### src/timer0_ctrl_pkg.sv
`default_nettype none
package timer0_ctrl_pkg;
  // ----------------------------------------
  // Register offsets in the I/O space
  // ----------------------------------------
  localparam logic [5:0] CNT_HIGH_ADDR = 6'h14;
  localparam logic [5:0] CTRL_A_ADDR = 6'h15;
  localparam logic [5:0] CNT_LOW_ADDR = 6'h32;
  localparam logic [5:0] CTRL_B_ADDR = 6'h33;
  // ----------------------------------------
  // Control A field positions
  // ----------------------------------------
  localparam int A_WIDTH_BIT = 7;
  localparam int A_CAP_EN_BIT = 6;
  localparam int A_FILT_BIT = 5;
  localparam int A_EDGE_BIT = 4;
  localparam int A_COMP_BIT = 3;
  localparam int A_CTC_BIT = 0;
  // ----------------------------------------
  // Control B field positions
  // ----------------------------------------
  localparam int B_SYNC_BIT = 4;
  localparam int B_PSR_BIT = 3;
  // ----------------------------------------
  // Reset values
  // ----------------------------------------
  localparam logic [7:0] CTRL_A_RESET = 8'h00;
  localparam logic [7:0] CTRL_B_RESET = 8'h00;
  localparam logic [15:0] CNT_RESET = 16'h0000;
  // ----------------------------------------
  // Clock select codes
  // ----------------------------------------
  localparam logic [2:0] CS_STOP = 3'h0;
  localparam logic [2:0] CS_DIV1 = 3'h1;
  localparam logic [2:0] CS_DIV8 = 3'h2;
  localparam logic [2:0] CS_DIV64 = 3'h3;
  localparam logic [2:0] CS_DIV256 = 3'h4;
  localparam logic [2:0] CS_DIV1024 = 3'h5;
  localparam logic [2:0] CS_EXT_FALL = 3'h6;
  localparam logic [2:0] CS_EXT_RISE = 3'h7;
  // ----------------------------------------
  // Timing counts
  // ----------------------------------------
  localparam int FILTER_SAMPLES = 4;
  localparam int PRESCALE_BITS = 10;
endpackage : timer0_ctrl_pkg
`default_nettype wire

### src/timer0_capture_prescale_ctrl.sv
// Operation
// - Capture enable bit selects input capture operation
// - Filter output changes after four equal samples
// - Filter delays capture event by four cycles
// - Edge select: zero falling, one rising
// - Capture copies counter and sets capture flag
// - Comparator feeds capture path when selected
// - Control A bits 2:1 read zero
// - Mode bit picks normal or clear-on-match
// - Sync mode keeps prescaler reset bit held
// - Clearing sync mode clears prescaler reset
// - Prescaler reset bit self-clears outside sync mode
// - Clock select: stop, div 1/8/64/256/1024
// - Codes 110/111 count external falling/rising edges
// - External pin counts even when driven locally
// - Low byte gives direct counter access
// - Low byte write blocks next tick's match pulse; clear-on-match still clears
// - 16-bit mode: low and high counter bytes
// - Shared temporary high byte for 16-bit access
// - Width bit selects 16-bit operation
// - Low write loads both bytes; low read latches
// - Capture flag cleared by vector or one
`timescale 1ns/1ns
`default_nettype none
module timer0_capture_prescale_ctrl (
  input wire logic clk_sys_i,
  input wire logic srst_i,
  input wire logic ce_i,
  input wire logic [5:0] io_addr_i,
  input wire logic [7:0] io_wdata_i,
  input wire logic io_wr_i,
  input wire logic io_rd_i,
  output logic [7:0] io_rdata_o,
  input wire logic capture_input_pin_i,
  input wire logic comparator_out_i,
  input wire logic external_count_pin_i,
  input wire logic [15:0] compare_value_i,
  input wire logic capture_flag_clear_i,
  input wire logic capture_vector_ack_i,
  output logic capture_flag_o,
  output logic [15:0] capture_value_o,
  output logic compare_match_o,
  output logic [15:0] counter_o,
  output logic [7:0] temp_o
);
  import timer0_ctrl_pkg::*;

  // ----------------------------------------
  // Declarations
  // ----------------------------------------
  logic width_select_16bit_r, capture_mode_enable_r, capture_noise_filter_enable_r;
  logic capture_edge_select_r, comparator_capture_select_r, clear_on_match_mode_r;
  logic sync_hold_mode_r, prescaler_reset_r;
  logic [2:0] clock_select_field_r;
  logic [15:0] cnt_r;
  logic [7:0] temp_r;
  logic [7:0] rdata_r;
  logic [15:0] cap_r;
  logic flag_r, match_r, block_r;
  logic cap_s1_r, cap_s2_r, cmp_s1_r, cmp_s2_r, ext_s1_r, ext_s2_r, ext_d_r;
  logic [FILTER_SAMPLES-1:0] hist_r;
  logic filt_r, prev_r;
  logic [PRESCALE_BITS-1:0] pre_r;
  logic src, lvl, rise, fall, trig, ext_rise, ext_fall, tick, cmp_hit;
  logic wr_a, wr_b, wr_lo, wr_hi, rd_lo;
  logic [FILTER_SAMPLES-1:0] win;

  // Strobe decode for the four registers
  assign wr_a = io_wr_i && (io_addr_i == CTRL_A_ADDR);
  assign wr_b = io_wr_i && (io_addr_i == CTRL_B_ADDR);
  assign wr_lo = io_wr_i && (io_addr_i == CNT_LOW_ADDR);
  assign wr_hi = io_wr_i && (io_addr_i == CNT_HIGH_ADDR);
  assign rd_lo = io_rd_i && (io_addr_i == CNT_LOW_ADDR);

  // ----------------------------------------
  // Tick decode
  // ----------------------------------------
  // All-ones low bits of the free prescaler mark one divided period
  function automatic logic tick_of(input logic [2:0] cs, input logic [PRESCALE_BITS-1:0] p,
                                   input logic er, input logic ef);
    logic t;
    t = 1'b0;
    case (cs)
      CS_STOP: t = 1'b0;
      CS_DIV1: t = 1'b1;
      CS_DIV8: t = &p[2:0];
      CS_DIV64: t = &p[5:0];
      CS_DIV256: t = &p[7:0];
      CS_DIV1024: t = &p[9:0];
      CS_EXT_FALL: t = ef;
      default: t = er;
    endcase
    return t;
  endfunction : tick_of

  // ----------------------------------------
  // Pin synchronisers
  // ----------------------------------------
  // Two flops per pin; the pin's own direction is irrelevant here
  always_ff @(posedge clk_sys_i) begin
    if (srst_i) begin
      {cap_s1_r, cap_s2_r, cmp_s1_r, cmp_s2_r} <= 4'h0;
      {ext_s1_r, ext_s2_r, ext_d_r} <= 3'h0;
    end else if (ce_i) begin
      cap_s1_r <= capture_input_pin_i;
      cap_s2_r <= cap_s1_r;
      cmp_s1_r <= comparator_out_i;
      cmp_s2_r <= cmp_s1_r;
      ext_s1_r <= external_count_pin_i;
      ext_s2_r <= ext_s1_r;
      ext_d_r <= ext_s2_r;
    end
  end

  // Edge detection on the synchronised count pin
  assign ext_rise = ext_s2_r && !ext_d_r;
  assign ext_fall = !ext_s2_r && ext_d_r;

  // ----------------------------------------
  // Capture front end
  // ----------------------------------------
  // Comparator is cut off entirely unless selected
  assign src = comparator_capture_select_r ? cmp_s2_r : cap_s2_r;
  assign win = {hist_r[FILTER_SAMPLES-2:0], src};

  // Filter: history of samples, output moves only on a full agreeing window
  always_ff @(posedge clk_sys_i) begin
    if (srst_i) begin
      hist_r <= '0;
      filt_r <= 1'b0;
    end else if (ce_i) begin
      hist_r <= win;
      if (&win) begin
        filt_r <= 1'b1;
      end else if (~|win) begin
        filt_r <= 1'b0;
      end
    end
  end

  // Filtered path lags the raw one by the window length
  assign lvl = capture_noise_filter_enable_r ? filt_r : src;
  assign rise = lvl && !prev_r;
  assign fall = !lvl && prev_r;
  assign trig = capture_mode_enable_r && (capture_edge_select_r ? rise : fall);

  // Previous level for edge detection
  always_ff @(posedge clk_sys_i) begin
    if (srst_i) begin
      prev_r <= 1'b0;
    end else if (ce_i) begin
      prev_r <= lvl;
    end
  end

  // Capture register and flag; a new event wins over a clear
  always_ff @(posedge clk_sys_i) begin
    if (srst_i) begin
      cap_r <= CNT_RESET;
      flag_r <= 1'b0;
    end else if (ce_i) begin
      if (trig) begin
        cap_r <= width_select_16bit_r ? cnt_r : {8'h00, cnt_r[7:0]};
        flag_r <= 1'b1;
      end else if (capture_flag_clear_i || capture_vector_ack_i) begin
        flag_r <= 1'b0;
      end
    end
  end

  // ----------------------------------------
  // Control registers
  // ----------------------------------------
  // Control A plain fields
  always_ff @(posedge clk_sys_i) begin
    if (srst_i) begin
      {width_select_16bit_r, capture_mode_enable_r, capture_noise_filter_enable_r} <= CTRL_A_RESET[7:5];
      {capture_edge_select_r, comparator_capture_select_r} <= CTRL_A_RESET[4:3];
      clear_on_match_mode_r <= CTRL_A_RESET[0];
    end else if (ce_i && wr_a) begin
      width_select_16bit_r <= io_wdata_i[A_WIDTH_BIT];
      capture_mode_enable_r <= io_wdata_i[A_CAP_EN_BIT];
      capture_noise_filter_enable_r <= io_wdata_i[A_FILT_BIT];
      capture_edge_select_r <= io_wdata_i[A_EDGE_BIT];
      comparator_capture_select_r <= io_wdata_i[A_COMP_BIT];
      clear_on_match_mode_r <= io_wdata_i[A_CTC_BIT];
    end
  end

  // Control B; the reset bit is held only while sync mode is on
  always_ff @(posedge clk_sys_i) begin
    if (srst_i) begin
      sync_hold_mode_r <= CTRL_B_RESET[B_SYNC_BIT];
      prescaler_reset_r <= CTRL_B_RESET[B_PSR_BIT];
      clock_select_field_r <= CTRL_B_RESET[2:0];
    end else if (ce_i) begin
      if (wr_b) begin
        sync_hold_mode_r <= io_wdata_i[B_SYNC_BIT];
        prescaler_reset_r <= io_wdata_i[B_PSR_BIT];
        clock_select_field_r <= io_wdata_i[2:0];
      end else if (!sync_hold_mode_r) begin
        prescaler_reset_r <= 1'b0;
      end
    end
  end

  // ----------------------------------------
  // Prescaler and counter
  // ----------------------------------------
  // Free divider, held at zero while its reset bit is set
  always_ff @(posedge clk_sys_i) begin
    if (srst_i) begin
      pre_r <= '0;
    end else if (ce_i) begin
      if (prescaler_reset_r) begin
        pre_r <= '0;
      end else begin
        pre_r <= pre_r + 1'b1;
      end
    end
  end

  // Reset bit also blocks undivided and pin ticks so nothing advances
  assign tick = !prescaler_reset_r &&
    tick_of(clock_select_field_r, pre_r, ext_rise, ext_fall);
  assign cmp_hit = width_select_16bit_r ? (cnt_r == compare_value_i) :
                   (cnt_r[7:0] == compare_value_i[7:0]);

  // Counter: CPU write beats match clear, which beats the count tick
  always_ff @(posedge clk_sys_i) begin
    if (srst_i) begin
      cnt_r <= CNT_RESET;
    end else if (ce_i) begin
      if (wr_lo) begin
        if (width_select_16bit_r) begin
          cnt_r <= {temp_r, io_wdata_i};
        end else begin
          cnt_r[7:0] <= io_wdata_i;
        end
      end else if (wr_hi && !width_select_16bit_r) begin
        cnt_r[15:8] <= io_wdata_i;
      end else if (tick && cmp_hit && clear_on_match_mode_r && !capture_mode_enable_r) begin
        cnt_r <= CNT_RESET;
      end else if (tick) begin
        if (width_select_16bit_r) begin
          cnt_r <= cnt_r + 16'h0001;
        end else begin
          cnt_r[7:0] <= cnt_r[7:0] + 8'h01;
        end
      end
    end
  end

  // Match pulse, suppressed for the first tick after a low-byte write
  always_ff @(posedge clk_sys_i) begin
    if (srst_i) begin
      block_r <= 1'b0;
      match_r <= 1'b0;
    end else if (ce_i) begin
      if (wr_lo) begin
        block_r <= 1'b1;
      end else if (tick) begin
        block_r <= 1'b0;
      end
      match_r <= tick && cmp_hit && !block_r && !wr_lo && !capture_mode_enable_r;
    end
  end

  // ----------------------------------------
  // Temporary latch and read data
  // ----------------------------------------
  // One latch shared by every 16-bit access so bytes move together
  always_ff @(posedge clk_sys_i) begin
    if (srst_i) begin
      temp_r <= 8'h00;
    end else if (ce_i && width_select_16bit_r) begin
      if (wr_hi) begin
        temp_r <= io_wdata_i;
      end else if (rd_lo) begin
        temp_r <= cnt_r[15:8];
      end
    end
  end

  // Registered read data, one cycle after the strobe
  always_ff @(posedge clk_sys_i) begin
    if (srst_i) begin
      rdata_r <= 8'h00;
    end else if (ce_i) begin
      if (!io_rd_i) begin
        rdata_r <= 8'h00;
      end else if (io_addr_i == CTRL_A_ADDR) begin
        rdata_r <= {width_select_16bit_r, capture_mode_enable_r, capture_noise_filter_enable_r,
                    capture_edge_select_r, comparator_capture_select_r, 2'b00,
                    clear_on_match_mode_r};
      end else if (io_addr_i == CTRL_B_ADDR) begin
        rdata_r <= {3'b000, sync_hold_mode_r, prescaler_reset_r, clock_select_field_r};
      end else if (io_addr_i == CNT_LOW_ADDR) begin
        rdata_r <= cnt_r[7:0];
      end else if (io_addr_i == CNT_HIGH_ADDR) begin
        rdata_r <= width_select_16bit_r ? temp_r : cnt_r[15:8];
      end else begin
        rdata_r <= 8'h00;
      end
    end
  end

  // Outputs straight from flops
  assign io_rdata_o = rdata_r;
  assign capture_flag_o = flag_r;
  assign capture_value_o = cap_r;
  assign compare_match_o = match_r;
  assign counter_o = cnt_r;
  assign temp_o = temp_r;
endmodule : timer0_capture_prescale_ctrl
`default_nettype wire

### config.mk
export PLATFORM = sky130hd
export DESIGN_NAME = timer0_capture_prescale_ctrl
export DESIGN_NICKNAME = d
export VERILOG_FILES = /design/src/timer0_ctrl_pkg.sv /design/src/timer0_capture_prescale_ctrl.sv
export SDC_FILE = /design/constraint.sdc
export NUM_CORES = 1
export LEC_CHECK = 0
export ABC_CLOCK_PERIOD_IN_PS = 3900
export BUFFER_PORTS_ARGS = -buffer_cell sky130_fd_sc_hd__clkbuf_2
export CORE_AREA = 2 2 134 136
export CTS_CLUSTER_DIAMETER = 200
export CTS_CLUSTER_SIZE = 12
export DETAILED_ROUTE_END_ITERATION = 8
export DIE_AREA = 0 0 136 138
export REMOVE_ABC_BUFFERS = 1
export SKIP_LAST_GASP = 1
export SYNTH_ARGS = -nofsm -noshare
export SYNTH_HDL_FRONTEND = slang
export SYNTH_SLANG_ARGS = --single-unit
### constraint.sdc
create_clock -name clk_sys_i -period 3.9 [get_ports clk_sys_i]
set_input_delay 0.78 -clock clk_sys_i [delete_from_list [all_inputs] [get_ports clk_sys_i]]
set_output_delay 0.78 -clock clk_sys_i [all_outputs]
set_load 0.01 [all_outputs]
Word level (Yosys, flattened, before mapping)

Index checks and enable logic that the tools add are counted.

Register bits after elaboration: 84
Logic and storage cells: 128
Input bits: 40
Output and inout port bits: 50

Muxes and demuxes: 30
Reduce and logical (&&, ||, !) cells: 52
Equality and inequality tests: 15
$add $sub $neg: 3

Operator list:

| kind                                                                   | count |
|---|---|
| 8-bit 2-to-1 mux                                                       | 12 |
| 16-bit 2-to-1 mux                                                      | 4 |
| 1-bit logical AND                                                      | 20 |
| 16-bit by 1-bit adder with 16-bit output (second input constant)       | 1 |
| 16-bit equality test                                                   | 1 |
| 2-bit AND reduction                                                    | 7 |
| 6-bit by 5-bit equality test with 1-bit output (second input constant) | 2 |
| 6-bit equality test (second input constant)                            | 2 |
| 1-bit 2-to-1 mux                                                       | 12 |
| 10-bit by 1-bit adder with 10-bit output (second input constant)       | 1 |
| 10-bit 2-to-1 mux                                                      | 1 |
| 10-bit AND reduction                                                   | 1 |
| 3-bit equality test (second input constant)                            | 3 |
| 1-bit logical NOT                                                      | 9 |
| 3-bit AND reduction                                                    | 3 |
| 8-bit by 1-bit adder with 8-bit output (second input constant)         | 1 |
| 8-bit equality test                                                    | 1 |
| 8-bit AND reduction                                                    | 1 |
| 4-bit nonzero test                                                     | 2 |
| 1-bit case mux with 7 select lines                                     | 1 |
| 3-bit by 2-bit equality test with 1-bit output (second input constant) | 2 |
| 6-bit AND reduction                                                    | 1 |
| 2-bit nonzero test                                                     | 3 |
| 2-bit inequality test (second input constant)                          | 2 |
| 7 further kinds                                                        | 7 |

Logic depth before layout (Yosys ltp)

Depth after elaboration: 10
Depth in mapped cells: 9
Gate-level depth less buffers: 8

Worst setup path after synthesis

Ideal clock, no wire load.

Path type: input port to flip-flop
From: input compare_value_i[6]
To: register cnt_r[13], in the netlist counter_o[13]
Required time: 3.768 ns
Arrival time: 2.227 ns
Setup slack: 1.541 ns
Stages: 6
Path through: xor2_1 -> or4_4 -> a2111oi_2 -> nand4_1 -> o211ai_1 -> o32ai_2

Cells in the longest elaborated chain, start to end: 8
Elaborated cells on any way between the ends: 12
Classes of those cells: eq/ne (2); mux (4); reduce/logical (6)

Ends and longest elaborated chain:

| item                                                        | RTL line                                                                 | text |
|---|---|---|
| from (decl)                                                 | timer0_capture_prescale_ctrl.sv:37                                       | `input wire logic [15:0] compare_value_i,` |
| 16-bit equality test or 8-bit equality test (tied branches) | timer0_capture_prescale_ctrl.sv:226, timer0_capture_prescale_ctrl.sv:227 |  |
| 1-bit 2-to-1 mux *                                          | timer0_capture_prescale_ctrl.sv:226                                      | `assign cmp_hit = width_select_16bit_r ? (cnt_r == compare_value_i) :` |
| 1-bit logical AND * (3 in series)                           | timer0_capture_prescale_ctrl.sv:242                                      | `end else if (tick && cmp_hit && clear_on_match_mode_r && !capture_mode_enable_r) begin` |
| 16-bit 2-to-1 mux                                           | timer0_capture_prescale_ctrl.sv:242                                      |  |
| 8-bit 2-to-1 mux                                            | timer0_capture_prescale_ctrl.sv:240                                      | `end else if (wr_hi && !width_select_16bit_r) begin` |
| 16-bit 2-to-1 mux                                           | timer0_capture_prescale_ctrl.sv:234                                      | `if (wr_lo) begin` |
| to (signal assigned)                                        | timer0_capture_prescale_ctrl.sv:236                                      | `cnt_r <= {temp_r, io_wdata_i};` |
| to (signal assigned)                                        | timer0_capture_prescale_ctrl.sv:241                                      | `cnt_r[15:8] <= io_wdata_i;` |
| to (signal assigned)                                        | timer0_capture_prescale_ctrl.sv:246                                      | `cnt_r <= cnt_r + 16'h0001;` |
| to (decl)                                                   | timer0_capture_prescale_ctrl.sv:55                                       | `logic [15:0] cnt_r;` |

Every way passes the cells marked *; elsewhere a longest branch is shown, timed or not.
A chain may end at the register's enable or synchronous reset.

Worst setup path after layout

From: register cnt_r[6], in the netlist counter_o[6]
To: register cnt_r[6], in the netlist counter_o[6]

Cells in the longest elaborated chain, start to end: 8
Elaborated cells on any way between the ends: 15
Classes of those cells: add/sub (2); eq/ne (2); mux (6); reduce/logical (5)

Ends and longest elaborated chain:

| item                                                                                             | RTL line                            | text |
|---|---|---|
| from (signal assigned)                                                                           | timer0_capture_prescale_ctrl.sv:236 |  |
| from (signal assigned)                                                                           | timer0_capture_prescale_ctrl.sv:238 | `cnt_r[7:0] <= io_wdata_i;` |
| from (signal assigned)                                                                           | timer0_capture_prescale_ctrl.sv:246 |  |
| parallel branches: the longest is 8 deep, another holds 16-bit by 1-bit adder with 16-bit output | -                                   |  |

Several ways; the timed one is not identified. The select of a mux whose other input is x is not followed.

==> results.cfg <==
[run_status]
run_status = finished clean

[synth]
syn_area_sq_um = 4740
synthMostInstantiatedCell = dfxtp_1
synth-edff-count = 0
synthArstFlopShare_pct = 0
synth-seq-cells = 84
synthDistinctLibCells = 68
syn_inst = 582
syn_area_per_cell_sq_um = 8.15
yosysTopAreaCell = dfxtp_1
ys_warn_count = 0
synth_common_cells = dfxtp_1, nor2_1, nand2_1
yosysTopAreaCellShare_pct = 35.4
ys.flop_type = dfxtp_1
yosysSeqAreaShare_pct = 35.4
synth.area.top_cells = dfxtp_1, mux2i_1, nor2_1, nand2_1, a21oi_1

[setup_path]
cp.required_ps = 4130
critPathSlowestCell = or4_4
critical_path_class = reg2reg
max_stage_delay_ps = 580
cp-start-kind = flip-flop
cp-end-kind = flip-flop
cp.arrival_ps = 2930
crit_chain = xor2_1, or4_4, nor4_4, nand4_1, a311oi_1, nor4_1
crit_path_max_fanout = 11

[place]
io_buffer_count = 89
hpwl_um = 11500
dp_cells = 869
place.gp.congestion = 0.857

[clocking]
cts_buffer_depth = 2
insertion_delay_ps = 350
clkTransAtPathRegs_ps = 60
cts_sinks = 84
cts_inserted_buffers = 9
cts_hold_buf = 0
cts_tree = done
cts_resized = 0
cts-root-buf = clkbuf_16
post_cts_buffers = 0
h-tree-depth = 3

[grt]
grtUsageTotal_pct = 17.3
grt_max_degree = 33
grt_first_pass_wirelength_um = 25200
grt_pass1_vias = 4468
antenna_found_initial = 0
overflow = 0

[floorplanning]
dieArea_sq_um = 18800
core-area_sq_um = 17500
placementRows = 49
io_pins = 90
die_w_um = 136
die_h_um = 138
start_util_pct = 27.1

[timing]
finalCriticalPeriod_ps = 2710
slew_headroom_pct = 35.1
hold_viol = 0
setup-tns-final_ps = 0
fin_crit_sh_pct = 69.4
worst_pin_slew_ps = 973
max_freq_ghz = 0.370
setup_viol = 0
drv_slew = 0
rsz0062_at_grt = false
clock_skew_ps = 11.0

[finish]
fillers = 1922
multi_input_area_sq_um = 2800
syn_to_final_growth_pct = 20.3
antenna_cells = 0
final_nets = 694
final_cells = 885
ff_latch_area_sq_um = 1680
drive_gt1_share_pct = 21.3

[route]
wl_per_cell_um = 18.0
wirelength_um = 15900
route.detailed.drc = 0
drtIter0Drc = 433
dr.pass1.iters = 5
ant_nets = 0
post_drt_via_cell_ratio = 5.37
vias = 4752

[pwr]
p_leak_uw = 0.00212
pwr_density_cell_nw_per_um2 = 343
ir_worst_vdd_mv = 0.168

[run]
drv_cap = 0

[min_path]
worstHoldPathType = reg2reg
cell families after synthesis:
kind of cell	after synthesis	synth area share [%]
adders and majority gates	3	0.791
DFF	84	35.4
xor gates and xnor gates	26	4.80
and+or+nand+nor	227	24.8
AOI/OAI and AO/OA	147	21.4
muxes	34	7.33
buffers and inverters	61	5.51
worst max-delay path, delay by kind of cell (launching register included):
family          cells  cell delay, ps
simple gates        4            1470
flops               1             570
compound gates      1             430
xor+xnor            1             130
where the power goes:
part / internal [uW] / switching, uW / total, uW / leakage [uW]
clock network: 581 / 372 / 953 / 0.000152
logic: 48.3 / 81.2 / 130 / 0.00129
registers: 865 / 8.97 / 874 / 0.000678
cell usage in the layout, fill, tap and decap left out, drive strengths merged, types with 3 or more instances in the layout:
cell and n:
clkbuf 100, dfxtp 84, nor2 62, nand2 58, a21oi 39, nand3 30, mux2i 28, o21ai 22
xnor2 18, a22oi 16, inv 16, buf 14, nand4 13, nand2b 11, a311oi 11, nor3 10
a221oi 9, o21a 8, xor2 8, a211oi 7, nor4 7, mux2 6, o22ai 6, or3 6
nand3b 5, and3 5, a31oi 5, and2 4, a41oi 3, o211ai 3, ha 3, or4 3
o31a 3, nor4b 3
state kept, by name, summed over array words and instances (netlist names), 3 cells and up:
register              flops
capture_value_o          16
io_rdata_o                8
counter_o                16
temp_o                    8
pre_r                    10
hist_r                    3
clock_select_field_r      3
routing by layer:
metal  vias to the layer above  wire length (um)  GRT usage, %  part of all wire (%)
met5                         -                 0             0                     0
met4                         0               300          6.58                   1.9
met3                        21               981          2.75                   6.2
met2                       179              7290          26.5                    46
met1                      2285              7330          24.4                    46
li1                       2267                 -             -                     -
final cells by class:
class | instances | share of cell area [%]
clock inverters | 5 | 1.47
clock buffers | 11 | 4.25
repair buffers | 103 | 9.65
well taps | 229 | 5.02
flip-flops and latches | 84 | 29.5
inverters | 16 | 1.05
multi-input cells | 437 | 49.1
through the flow:
step	instance area, sq um	setup slack, ps	total power, uW	hold WS (ps)	util (%)
floorplan	4540	1120	943	432	-
global placement	5380	983	1020	441	30.7
detailed placement	5380	949	1020	448	30.7
CTS	5710	1260	1980	457	32.5
global route	5710	994	2030	467	32.5
finish	5710	1190	1960	452	32.5
final timing paths:
path | startpoint | end | slack, ps | cells past startpoint
hold / removal | capture_value_o[11] | capture_value_o[11] | 450 | 2
setup / recovery | counter_o[6] | counter_o[6] | 1190 | 6
hold reg to reg | capture_value_o[11] | capture_value_o[11] | 450 | 2
setup reg to reg | counter_o[6] | counter_o[6] | 1190 | 6
No activity file was read; power rests on OpenSTA's default activity.
